===== config.mk =====
export PLATFORM = sky130hd
export DESIGN_NAME = dsq_seq
export DESIGN_NICKNAME = d
export VERILOG_FILES = /design/src/dsq_pkg.sv /design/src/dsq_pick.sv /design/src/dsq_mem.sv /design/src/dsq_seq.sv
export VERILOG_INCLUDE_DIRS = /design/src /design/src/src
export SDC_FILE = /design/constraint.sdc
export NUM_CORES = 1
export LEC_CHECK = 0
export BUFFER_PORTS_ARGS = -buffer_cell sky130_fd_sc_hd__buf_2
export CORE_ASPECT_RATIO = 0.6
export CORE_MARGIN = 4
export CORE_UTILIZATION = 35
export CTS_CLUSTER_SIZE = 10
export DETAILED_ROUTE_END_ITERATION = 8
export GPL_TIMING_DRIVEN = 1
export SYNTH_ARGS = -nofsm -noshare
export SYNTH_HDL_FRONTEND = slang
export SYNTH_SLANG_ARGS = --single-unit

===== constraint.sdc =====
create_clock -name clk -period 3.4 [get_ports clk]
set_input_delay 0.34 -clock clk [delete_from_list [all_inputs] [get_ports clk]]
set_output_delay 0.34 -clock clk [all_outputs]
set_load 0.02 [all_outputs]

===== src/dsq_map.svh =====
// constants of the dma transfer mode sequencer: offsets, fields, encodings
`ifndef DSQ_MAP_SVH
`define DSQ_MAP_SVH

// channel count and control table geometry
`define DSQ_NCH        32
`define DSQ_CH_W       5
`define DSQ_ALT_OFF    32'h0000_0200
`define DSQ_BASE_LSB   10
`define DSQ_STRIDE_SH  4

// word index inside one control structure
`define DSQ_W_SRC      2'h0
`define DSQ_W_DST      2'h1
`define DSQ_W_CW       2'h2
`define DSQ_W_LAST     2'h3

// control word fields
`define DSQ_MODE_LSB   0
`define DSQ_MODE_W     3
`define DSQ_CNT_LSB    4
`define DSQ_CNT_W      10

// mode encodings, all distinct
`define DSQ_M_STOP     3'h0
`define DSQ_M_BASIC    3'h1
`define DSQ_M_AUTO     3'h2
`define DSQ_M_PP       3'h3
`define DSQ_M_MSG      3'h4
`define DSQ_M_PSG      3'h6

// reset values
`define DSQ_RST_ALT    32'h0000_0000

`endif


===== src/dsq_pkg.sv =====
// types shared by the dma transfer mode sequencer modules
package dsq_pkg;

  // sequencer states, gray coded along fetch, check, move, write back
  typedef enum logic [2:0] {
    DSQ_IDLE  = 3'h0,
    DSQ_FETCH = 3'h1,
    DSQ_CHECK = 3'h3,
    DSQ_MOVE  = 3'h2,
    DSQ_WB    = 3'h6,
    DSQ_CP_RD = 3'h7,
    DSQ_CP_WR = 3'h5
  } dsq_state_t;

  // one control table access
  typedef struct packed {
    logic        we;
    logic [31:0] addr;
    logic [31:0] wdata;
  } dsq_mem_cmd_t;

  // state of the memory port
  typedef struct packed {
    logic         req;
    dsq_mem_cmd_t cmd;
    logic         done;
    logic [31:0]  rdata;
  } dsq_mem_t;

  // state of the request picker
  typedef struct packed {
    logic       valid;
    logic [4:0] ch;
  } dsq_pick_t;

  // state of the sequencer
  typedef struct packed {
    dsq_state_t   st;
    logic [4:0]   ch;
    logic         phase;
    logic         pend;
    logic         cp;
    logic         sgp;
    logic [1:0]   w;
    logic [31:0]  src;
    logic [31:0]  dst;
    logic [31:0]  cw;
    logic [31:0]  cpy;
    logic [31:0]  alt;
    logic [31:0]  clr;
    logic [31:0]  irq;
    logic         go;
    logic         cmd_v;
    dsq_mem_cmd_t cmd;
  } dsq_seq_t;

endpackage : dsq_pkg


===== src/dsq_pick.sv =====
// request picker: lowest numbered enabled channel with a pending request
`timescale 1ns/1ns
`include "dsq_map.svh"

module dsq_pick (
  input  wire logic              clk,
  input  wire logic              rst,
  input  wire logic [31:0]       req,
  input  wire logic [31:0]       en,
  output dsq_pkg::dsq_pick_t     pick
);

  dsq_pkg::dsq_pick_t s;       // registered choice
  dsq_pkg::dsq_pick_t next_s;  // next choice

  ////////////////////////////////////////////////////////////////////////
  // fixed priority: channel 0 wins; software trigger writes arrive here
  // as ordinary requests, so a list can launch other channels
  always_comb begin
    next_s = '0;
    for (int i = `DSQ_NCH - 1; i >= 0; i--) begin
      if (req[i] && en[i]) begin
        next_s.valid = 1'b1;
        next_s.ch    = 5'(i);
      end
    end
  end

  // register the choice
  always_ff @(posedge clk) begin
    if (rst) begin
      s <= '0;
    end else begin
      s <= next_s;
    end
  end

  assign pick = s;

endmodule : dsq_pick


===== src/dsq_mem.sv =====
// control table port: holds a request until the memory acknowledges it
`timescale 1ns/1ns

module dsq_mem (
  input  wire logic                  clk,
  input  wire logic                  rst,
  input  wire logic                  cmd_v,
  input  dsq_pkg::dsq_mem_cmd_t      cmd,
  input  wire logic                  mem_ack,
  input  wire logic [31:0]           mem_rdata,
  output logic                       mem_req,
  output dsq_pkg::dsq_mem_cmd_t      mem_cmd,
  output logic                       done,
  output logic [31:0]                rdata
);

  dsq_pkg::dsq_mem_t s;       // port state
  dsq_pkg::dsq_mem_t next_s;  // next port state

  ////////////////////////////////////////////////////////////////////////
  // one access at a time; the sequencer waits for done before the next
  always_comb begin
    next_s      = s;
    next_s.done = 1'b0;
    if (cmd_v) begin
      next_s.req = 1'b1;
      next_s.cmd = cmd;
    end else if (s.req && mem_ack) begin
      next_s.req   = 1'b0;
      next_s.done  = 1'b1;
      next_s.rdata = mem_rdata;
    end
  end

  // register the port
  always_ff @(posedge clk) begin
    if (rst) begin
      s <= '0;
    end else begin
      s <= next_s;
    end
  end

  assign mem_req = s.req;
  assign mem_cmd = s.cmd;
  assign done    = s.done;
  assign rdata   = s.rdata;

endmodule : dsq_mem


===== src/dsq_seq.sv =====
// dma transfer mode sequencer: stop, basic, auto, ping-pong, scatter-gather
`timescale 1ns/1ns
`include "dsq_map.svh"

module dsq_seq (
  input  wire logic               clk,
  input  wire logic               rst,
  input  wire logic [31:0]        ch_en,
  input  wire logic [31:0]        dma_req,
  input  wire logic [31:0]        ctl_base,
  input  wire logic               item_done,
  input  wire logic               mem_ack,
  input  wire logic [31:0]        mem_rdata,
  output logic                    item_go,
  output logic [4:0]              item_ch,
  output logic [31:0]             item_src_end,
  output logic [31:0]             item_dst_end,
  output logic [9:0]              item_left,
  output logic                    mem_req,
  output logic                    mem_we,
  output logic [31:0]             mem_addr,
  output logic [31:0]             mem_wdata,
  output logic [31:0]             ch_clr,
  output logic [31:0]             done_irq,
  output logic [31:0]             alt_active
);

  ////////////////////////////////////////////////////////////////////////
  // declarations

  dsq_pkg::dsq_seq_t     s;        // sequencer state
  dsq_pkg::dsq_seq_t     next_s;   // next sequencer state
  dsq_pkg::dsq_pick_t    pick;     // chosen requester
  dsq_pkg::dsq_mem_cmd_t mcmd;     // access on the memory pins
  logic                  m_done;   // access finished, one cycle
  logic [31:0]           m_rdata;  // data of a finished read
  logic [2:0]            mode;     // mode field of the held word
  logic [9:0]            cnt;      // item count of the held word

  assign mode = s.cw[`DSQ_MODE_LSB +: `DSQ_MODE_W];
  assign cnt  = s.cw[`DSQ_CNT_LSB +: `DSQ_CNT_W];

  ////////////////////////////////////////////////////////////////////////
  // decode helpers

  // modes that move only while the requester asserts its request
  function automatic logic gated(input logic [2:0] m, input logic ph);
    gated = (m == `DSQ_M_BASIC && !ph) || m == `DSQ_M_PP;
  endfunction : gated

  // both scatter-gather flavours
  function automatic logic is_sg(input logic [2:0] m);
    is_sg = (m == `DSQ_M_MSG) || (m == `DSQ_M_PSG);
  endfunction : is_sg

  // byte address of one word of a control structure
  function automatic logic [31:0] taddr(input logic [31:0] base,
                                        input logic ph,
                                        input logic [4:0] ch,
                                        input logic [1:0] w);
    taddr = {base[31:`DSQ_BASE_LSB], 10'h000}
          + (ph ? `DSQ_ALT_OFF : 32'h0000_0000)
          + ({27'h0, ch} << `DSQ_STRIDE_SH)
          + {28'h0, w, 2'h0};
  endfunction : taddr

  ////////////////////////////////////////////////////////////////////////
  // helpers

  dsq_pick u_pick (
    .clk  (clk),
    .rst  (rst),
    .req  (dma_req),
    .en   (ch_en),
    .pick (pick)
  );

  dsq_mem u_mem (
    .clk       (clk),
    .rst       (rst),
    .cmd_v     (s.cmd_v),
    .cmd       (s.cmd),
    .mem_ack   (mem_ack),
    .mem_rdata (mem_rdata),
    .mem_req   (mem_req),
    .mem_cmd   (mcmd),
    .done      (m_done),
    .rdata     (m_rdata)
  );

  ////////////////////////////////////////////////////////////////////////
  // sequencer
  // every table access is issued once (pend set) and then waited for;
  // the control word is re-read from memory on every start so that a
  // list entry that rewrote the primary structure takes effect
  always_comb begin
    next_s       = s;
    next_s.clr   = '0;
    next_s.irq   = '0;
    next_s.cmd_v = 1'b0;
    unique case (s.st)
      // wait for a live, enabled request
      dsq_pkg::DSQ_IDLE: begin
        // recheck the live request: the pick is one cycle old; a channel
        // cleared last cycle is skipped, its outside enable drops a cycle late
        if (pick.valid && dma_req[pick.ch] && ch_en[pick.ch]
            && !s.clr[pick.ch]) begin
          next_s.ch    = pick.ch;
          next_s.phase = s.alt[pick.ch];
          next_s.w     = `DSQ_W_SRC;
          next_s.cp    = 1'b0;
          next_s.st    = dsq_pkg::DSQ_FETCH;
        end
      end
      // read source end, destination end and control word
      dsq_pkg::DSQ_FETCH: begin
        if (!s.pend) begin
          next_s.pend      = 1'b1;
          next_s.cmd_v     = 1'b1;
          next_s.cmd.we    = 1'b0;
          next_s.cmd.addr  = taddr(ctl_base, s.phase, s.ch, s.w);
          next_s.cmd.wdata = '0;
        end else if (m_done) begin
          next_s.pend = 1'b0;
          unique case (s.w)
            `DSQ_W_SRC: next_s.src = m_rdata;
            `DSQ_W_DST: next_s.dst = m_rdata;
            default:    next_s.cw  = m_rdata;
          endcase
          if (s.w == `DSQ_W_CW) begin
            next_s.st = dsq_pkg::DSQ_CHECK;
          end else begin
            next_s.w = s.w + 2'h1;
          end
        end
      end
      // pick the action from the mode field
      dsq_pkg::DSQ_CHECK: begin
        if (mode == `DSQ_M_STOP) begin
          // no transfer; drop the enable
          next_s.clr[s.ch] = 1'b1;
          next_s.st        = dsq_pkg::DSQ_IDLE;
        end else if (!s.phase && is_sg(mode) && cnt != 10'h000) begin
          // primary is a copy job feeding the alternate
          next_s.sgp = (mode == `DSQ_M_PSG);
          next_s.w   = `DSQ_W_SRC;
          next_s.st  = dsq_pkg::DSQ_CP_RD;
        end else if (cnt == 10'h000) begin
          // nothing left: finish without a move
          next_s.st = dsq_pkg::DSQ_WB;
        end else if (gated(mode, s.phase) && !dma_req[s.ch]) begin
          next_s.st = dsq_pkg::DSQ_WB;
        end else begin
          next_s.go = 1'b1;
          next_s.st = dsq_pkg::DSQ_MOVE;
        end
      end
      // one item per go/done handshake; go drops a cycle between items
      // so the mover always sees the updated count
      dsq_pkg::DSQ_MOVE: begin
        if (s.go) begin
          if (item_done) begin
            next_s.go = 1'b0;
            next_s.cw[`DSQ_CNT_LSB +: `DSQ_CNT_W] = cnt - 10'h001;
            if (cnt == 10'h001) begin
              next_s.st = dsq_pkg::DSQ_WB;
            end
          end
        end else if (gated(mode, s.phase) && !dma_req[s.ch]) begin
          // request gone: a momentary request moved just one item
          next_s.st = dsq_pkg::DSQ_WB;
        end else begin
          // auto and list entries ignore a withdrawn request
          next_s.go = 1'b1;
        end
      end
      // write the control word back, then decide what follows
      dsq_pkg::DSQ_WB: begin
        if (!s.pend) begin
          next_s.pend      = 1'b1;
          next_s.cmd_v     = 1'b1;
          next_s.cmd.we    = 1'b1;
          next_s.cmd.addr  = taddr(ctl_base, s.phase, s.ch, `DSQ_W_CW);
          next_s.cmd.wdata = s.cw;
          if (cnt == 10'h000) begin
            next_s.cmd.wdata[`DSQ_MODE_LSB +: `DSQ_MODE_W] = `DSQ_M_STOP;
          end
        end else if (m_done) begin
          next_s.pend = 1'b0;
          next_s.st   = dsq_pkg::DSQ_IDLE;
          if (s.cp) begin
            // entry copied: execute it from the alternate
            next_s.cp    = 1'b0;
            next_s.phase = 1'b1;
            next_s.w     = `DSQ_W_SRC;
            next_s.st    = dsq_pkg::DSQ_FETCH;
          end else if (cnt != 10'h000) begin
            // paused basic or ping-pong transfer, resumes on a later request
            next_s.st = dsq_pkg::DSQ_IDLE;
          end else if (mode == `DSQ_M_PP) begin
            // hand over to the other structure, enable stays set
            next_s.irq[s.ch] = 1'b1;
            next_s.alt[s.ch] = ~s.alt[s.ch];
          end else if (s.phase && is_sg(mode)) begin
            // intermediate entry: no interrupt
            if (!s.sgp) begin
              next_s.phase = 1'b0;
              next_s.w     = `DSQ_W_SRC;
              next_s.st    = dsq_pkg::DSQ_FETCH;
            end
            // peripheral list: wait in idle for the next request
          end else begin
            // basic, auto, last list entry or exhausted list
            next_s.irq[s.ch] = 1'b1;
            next_s.clr[s.ch] = 1'b1;
          end
        end
      end
      // read one task list word; the list is walked up to its end pointer
      dsq_pkg::DSQ_CP_RD: begin
        if (!s.pend) begin
          next_s.pend      = 1'b1;
          next_s.cmd_v     = 1'b1;
          next_s.cmd.we    = 1'b0;
          next_s.cmd.addr  = s.src - {20'h0, cnt - 10'h001, 2'h0};
          next_s.cmd.wdata = '0;
        end else if (m_done) begin
          next_s.pend = 1'b0;
          next_s.cpy  = m_rdata;
          next_s.st   = dsq_pkg::DSQ_CP_WR;
        end
      end
      // place that word in the alternate structure
      dsq_pkg::DSQ_CP_WR: begin
        if (!s.pend) begin
          next_s.pend      = 1'b1;
          next_s.cmd_v     = 1'b1;
          next_s.cmd.we    = 1'b1;
          next_s.cmd.addr  = taddr(ctl_base, 1'b1, s.ch, s.w);
          next_s.cmd.wdata = s.cpy;
        end else if (m_done) begin
          next_s.pend = 1'b0;
          next_s.cw[`DSQ_CNT_LSB +: `DSQ_CNT_W] = cnt - 10'h001;
          if (s.w == `DSQ_W_LAST) begin
            // whole entry copied: store the primary count
            next_s.cp = 1'b1;
            next_s.st = dsq_pkg::DSQ_WB;
          end else begin
            next_s.w  = s.w + 2'h1;
            next_s.st = dsq_pkg::DSQ_CP_RD;
          end
        end
      end
      default: begin
        // 3'h4 is unused; recover to idle
        next_s.st   = dsq_pkg::DSQ_IDLE;
        next_s.pend = 1'b0;
        next_s.go   = 1'b0;
      end
    endcase
  end

  // register the state; alternate flags start on the primary
  always_ff @(posedge clk) begin
    if (rst) begin
      s     <= '0;
      s.alt <= `DSQ_RST_ALT;
    end else begin
      s <= next_s;
    end
  end

  ////////////////////////////////////////////////////////////////////////
  // outputs, all straight from flip-flops

  assign item_go      = s.go;
  assign item_ch      = s.ch;
  assign item_src_end = s.src;
  assign item_dst_end = s.dst;
  assign item_left    = cnt;
  assign mem_we       = mcmd.we;
  assign mem_addr     = mcmd.addr;
  assign mem_wdata    = mcmd.wdata;
  assign ch_clr       = s.clr;
  assign done_irq     = s.irq;
  assign alt_active   = s.alt;
endmodule : dsq_seq


==> qor.yml <==
finalNetCount: 2606
crit_path_end_kind: "register"
drt_first_iter_violations: 1632
gp_routability_congestion: 0.983
crit_fanout: 10
async_flop_share_pct: 0
core_sq_um: 53000
min_period_over_period_pct: 94.9
pre_cts_ws_ps: 27.0
grt_usage_pct: 23.1
min_from: "mem_rdata[25]"
synth-seq-area-share_pct: 43.4
yosysMostFrequentCell: "nand2_1"
timing.final.crit_period_ps: 3230
grt_pass1_wl_mm: 103
worst_slack_ps: 173
areaGrowthSynthToFinish_pct: 14.6
wirelength_mm: 69.8
required_ps: 3880
ir_worst_vdd_v: 0.000356
crit_family: "compound AO/OA/AOI/OAI gates"
fin_skew_ps: 35.1
synth_cell_types: 73
hold_class: "in2reg"
die_x_um: 308
antenna_found_initial: 9
regToRegStartpoint: "item_ch[1]"
cts.htree.levels: 2
cts_tree: "built"
dp.cells: 3099
status: "completed"
num_rows: 65
drv_slew: 0
netlist_instances: 2307
yosys.area.top_type: "dfxtp_1"
die_h_um: 188
max_cap_viol_count: 0
worst_pin_slew_ps: 1030
syn_nets: 2456
cts_buffers: 47
grt_max_degree: 201
timing_hold_violations_final: 0
worst-setup-path-type: "reg2reg"
io_pins: 374
ys_ff_latch: 410
grt-ovfl-total: 0
synth_edf_count: 0
place_hpwl_mm: 51.8
fin_hold_ws_ps: 25.7
port_buffers: 363
routedWlPerCell_um: 22.0
vias: 17100
synth_area_sq_um: 18900
cts_num_sinks: 410
drc: 0
finalNonFillerCells: 3169
vias_per_cell: 5.40
slew_headroom_pct: 31.2
synth_top_area_share_pct: 43.4
clock_path_buffers: 3
die-area_sq_um: 58000
clk_pin_slew_worst_paths_ps: 60
grt_pass1_vias: 16400
fmax_mhz: 310
clk_latency_ps: 580
worstPathArrival_ps: 3700
synth_ff_type: "dfxtp_1"
fin_setup_tns_ps: 0
startpoint: "item_ch[1]"
cp_cell_sequence: "mux4_1 -> mux2i_1 -> o22ai_1 -> or4_4 -> o221ai_2 -> o311a_2 -> a21oi_1 -> a311oi_2"
start_kind: "register"
yosys_warnings: 0
clock-root-buffer: "clkbuf_16"
final_core_util_pct: 40.9
finalSetupViolations: 0
slowest_stage: "dfxtp_1"
drive_above_1_share_pct: 21.1
antenna_left: 0
synth_common_cells: "425 x nand2_1, 410 x dfxtp_1, 312 x nor2_1"
post_cts_buffers: 0
synth.area.top_cells: "dfxtp_1 43%, nand2_1 8.4%, buf_4 7.0%"
initial_core_util_pct: 35.7
power_density_nw_per_um2: 569
max_stage_delay_ps: 720
drt_pre_antenna_iters: 6
syn_area_per_cell_sq_um: 8.20
leakage_nw: 8.57
cp_num_buf_inv: 0
[state kept, by name, indices dropped and copies added (netlist names), 3 cells and up]
name / count
item_src_end: 32
mode: 3
alt_active: 32
u_mem.rdata: 32
item_dst_end: 32
u_mem.mem_cmd: 65
item_left: 10
done_irq: 32
s: 126
item_ch: 5
ch_clr: 32
u_pick.pick: 6
[worst reg2reg max path, cell delays in order (launching register included)]
cell and delay (ps):
dfxtp_1 720, mux4_1 690, mux2i_1 200, o22ai_1 110
or4_4 610, o221ai_2 190, o311a_2 260, a21oi_1 100
a311oi_2 260
[cell usage in the layout (no fill, tap or decap), drive strengths merged, types with 4 or more instances in the layout]
master,n
nand3,21
a211oi,14
and3,7
o22ai,4
a21o,4
nor3,132
dlygate4sd3,12
o211ai,10
buf,425
o21ai,32
xnor2,22
nor2,312
o311a,5
nand4,9
nand3b,12
inv,24
a21oi,189
nand4b,13
dfxtp,410
a311oi,5
clkbuf,52
or4,4
nor3b,5
and2,11
nand2,425
o311ai,7
mux2i,78
nor2b,14
nand2b,18
ha,16
a221oi,56
nor4,9
a22oi,6
mux4,25
or3,4
a31oi,11
xor2,8
[kinds of logic after synthesis]
| group | after synthesis | share of synthesized area (%) |
|---|---|---|
| AOI/OAI and AO/OA | 380 | 12.9 |
| DFF | 410 | 43.4 |
| muxes | 104 | 7.34 |
| and+or+nand+nor | 1007 | 23.1 |
| buffers and inverters | 359 | 10.7 |
| adders and majority gates | 17 | 1.16 |
| xor gates and xnor gates | 30 | 1.39 |
[repair_timing]
item | in CTS | in global routing
resized for setup | 0 | 8
setup endpoints to repair | 0 | 15
hold buffers | 12 | 0
endpoints found under the hold margin | 12 | 0
[report_power, final]
part / internal (mW) / switching (mW)
Sequential: 5.21 / 0.396
Clock: 2.49 / 1.95
Combinational: 0.899 / 1.40
[layout make-up]
type | count | area [sq um]
antenna | 2 | 5.00
clock buffer | 52 | 1200
clock inverter | 4 | 62.6
fill | 5403 | 31300
inverter | 23 | 86.3
multi-input combinational | 1538 | 8780
sequential | 410 | 8210
tap | 703 | 880
timing repair buffer | 437 | 2460
[metrics by stage]
step / instance area (sq um) / power [mW]
2_1_floorplan: 18900 / 7.13
5_1_grt: 21700 / 12.9
3_3_place_gp: 20200 / 7.90
3_5_place_dp: 20200 / 7.94
6_report: 21700 / 12.3
4_1_cts: 21600 / 12.4
[metal layers]
layer  global-route usage (%)  up-vias  wire (um)
met1                     33.8     8232      32100
li1                         -     8037          -
met4                     4.72       10       1340
met2                     33.4      737      29000
met3                     7.30      104       7310
met5                        0        -         69
[path summary, 6_finish.rpt]
path	to	slack, ps	cells past startpoint
worst min register to register	item_dst_end[26]	450	2
worst max register to register	s[303]	170	8
worst max-delay path	s[303]	170	8
worst min-delay path	u_mem.rdata[25]	30	3
Power figures use the tool's default switching activity.
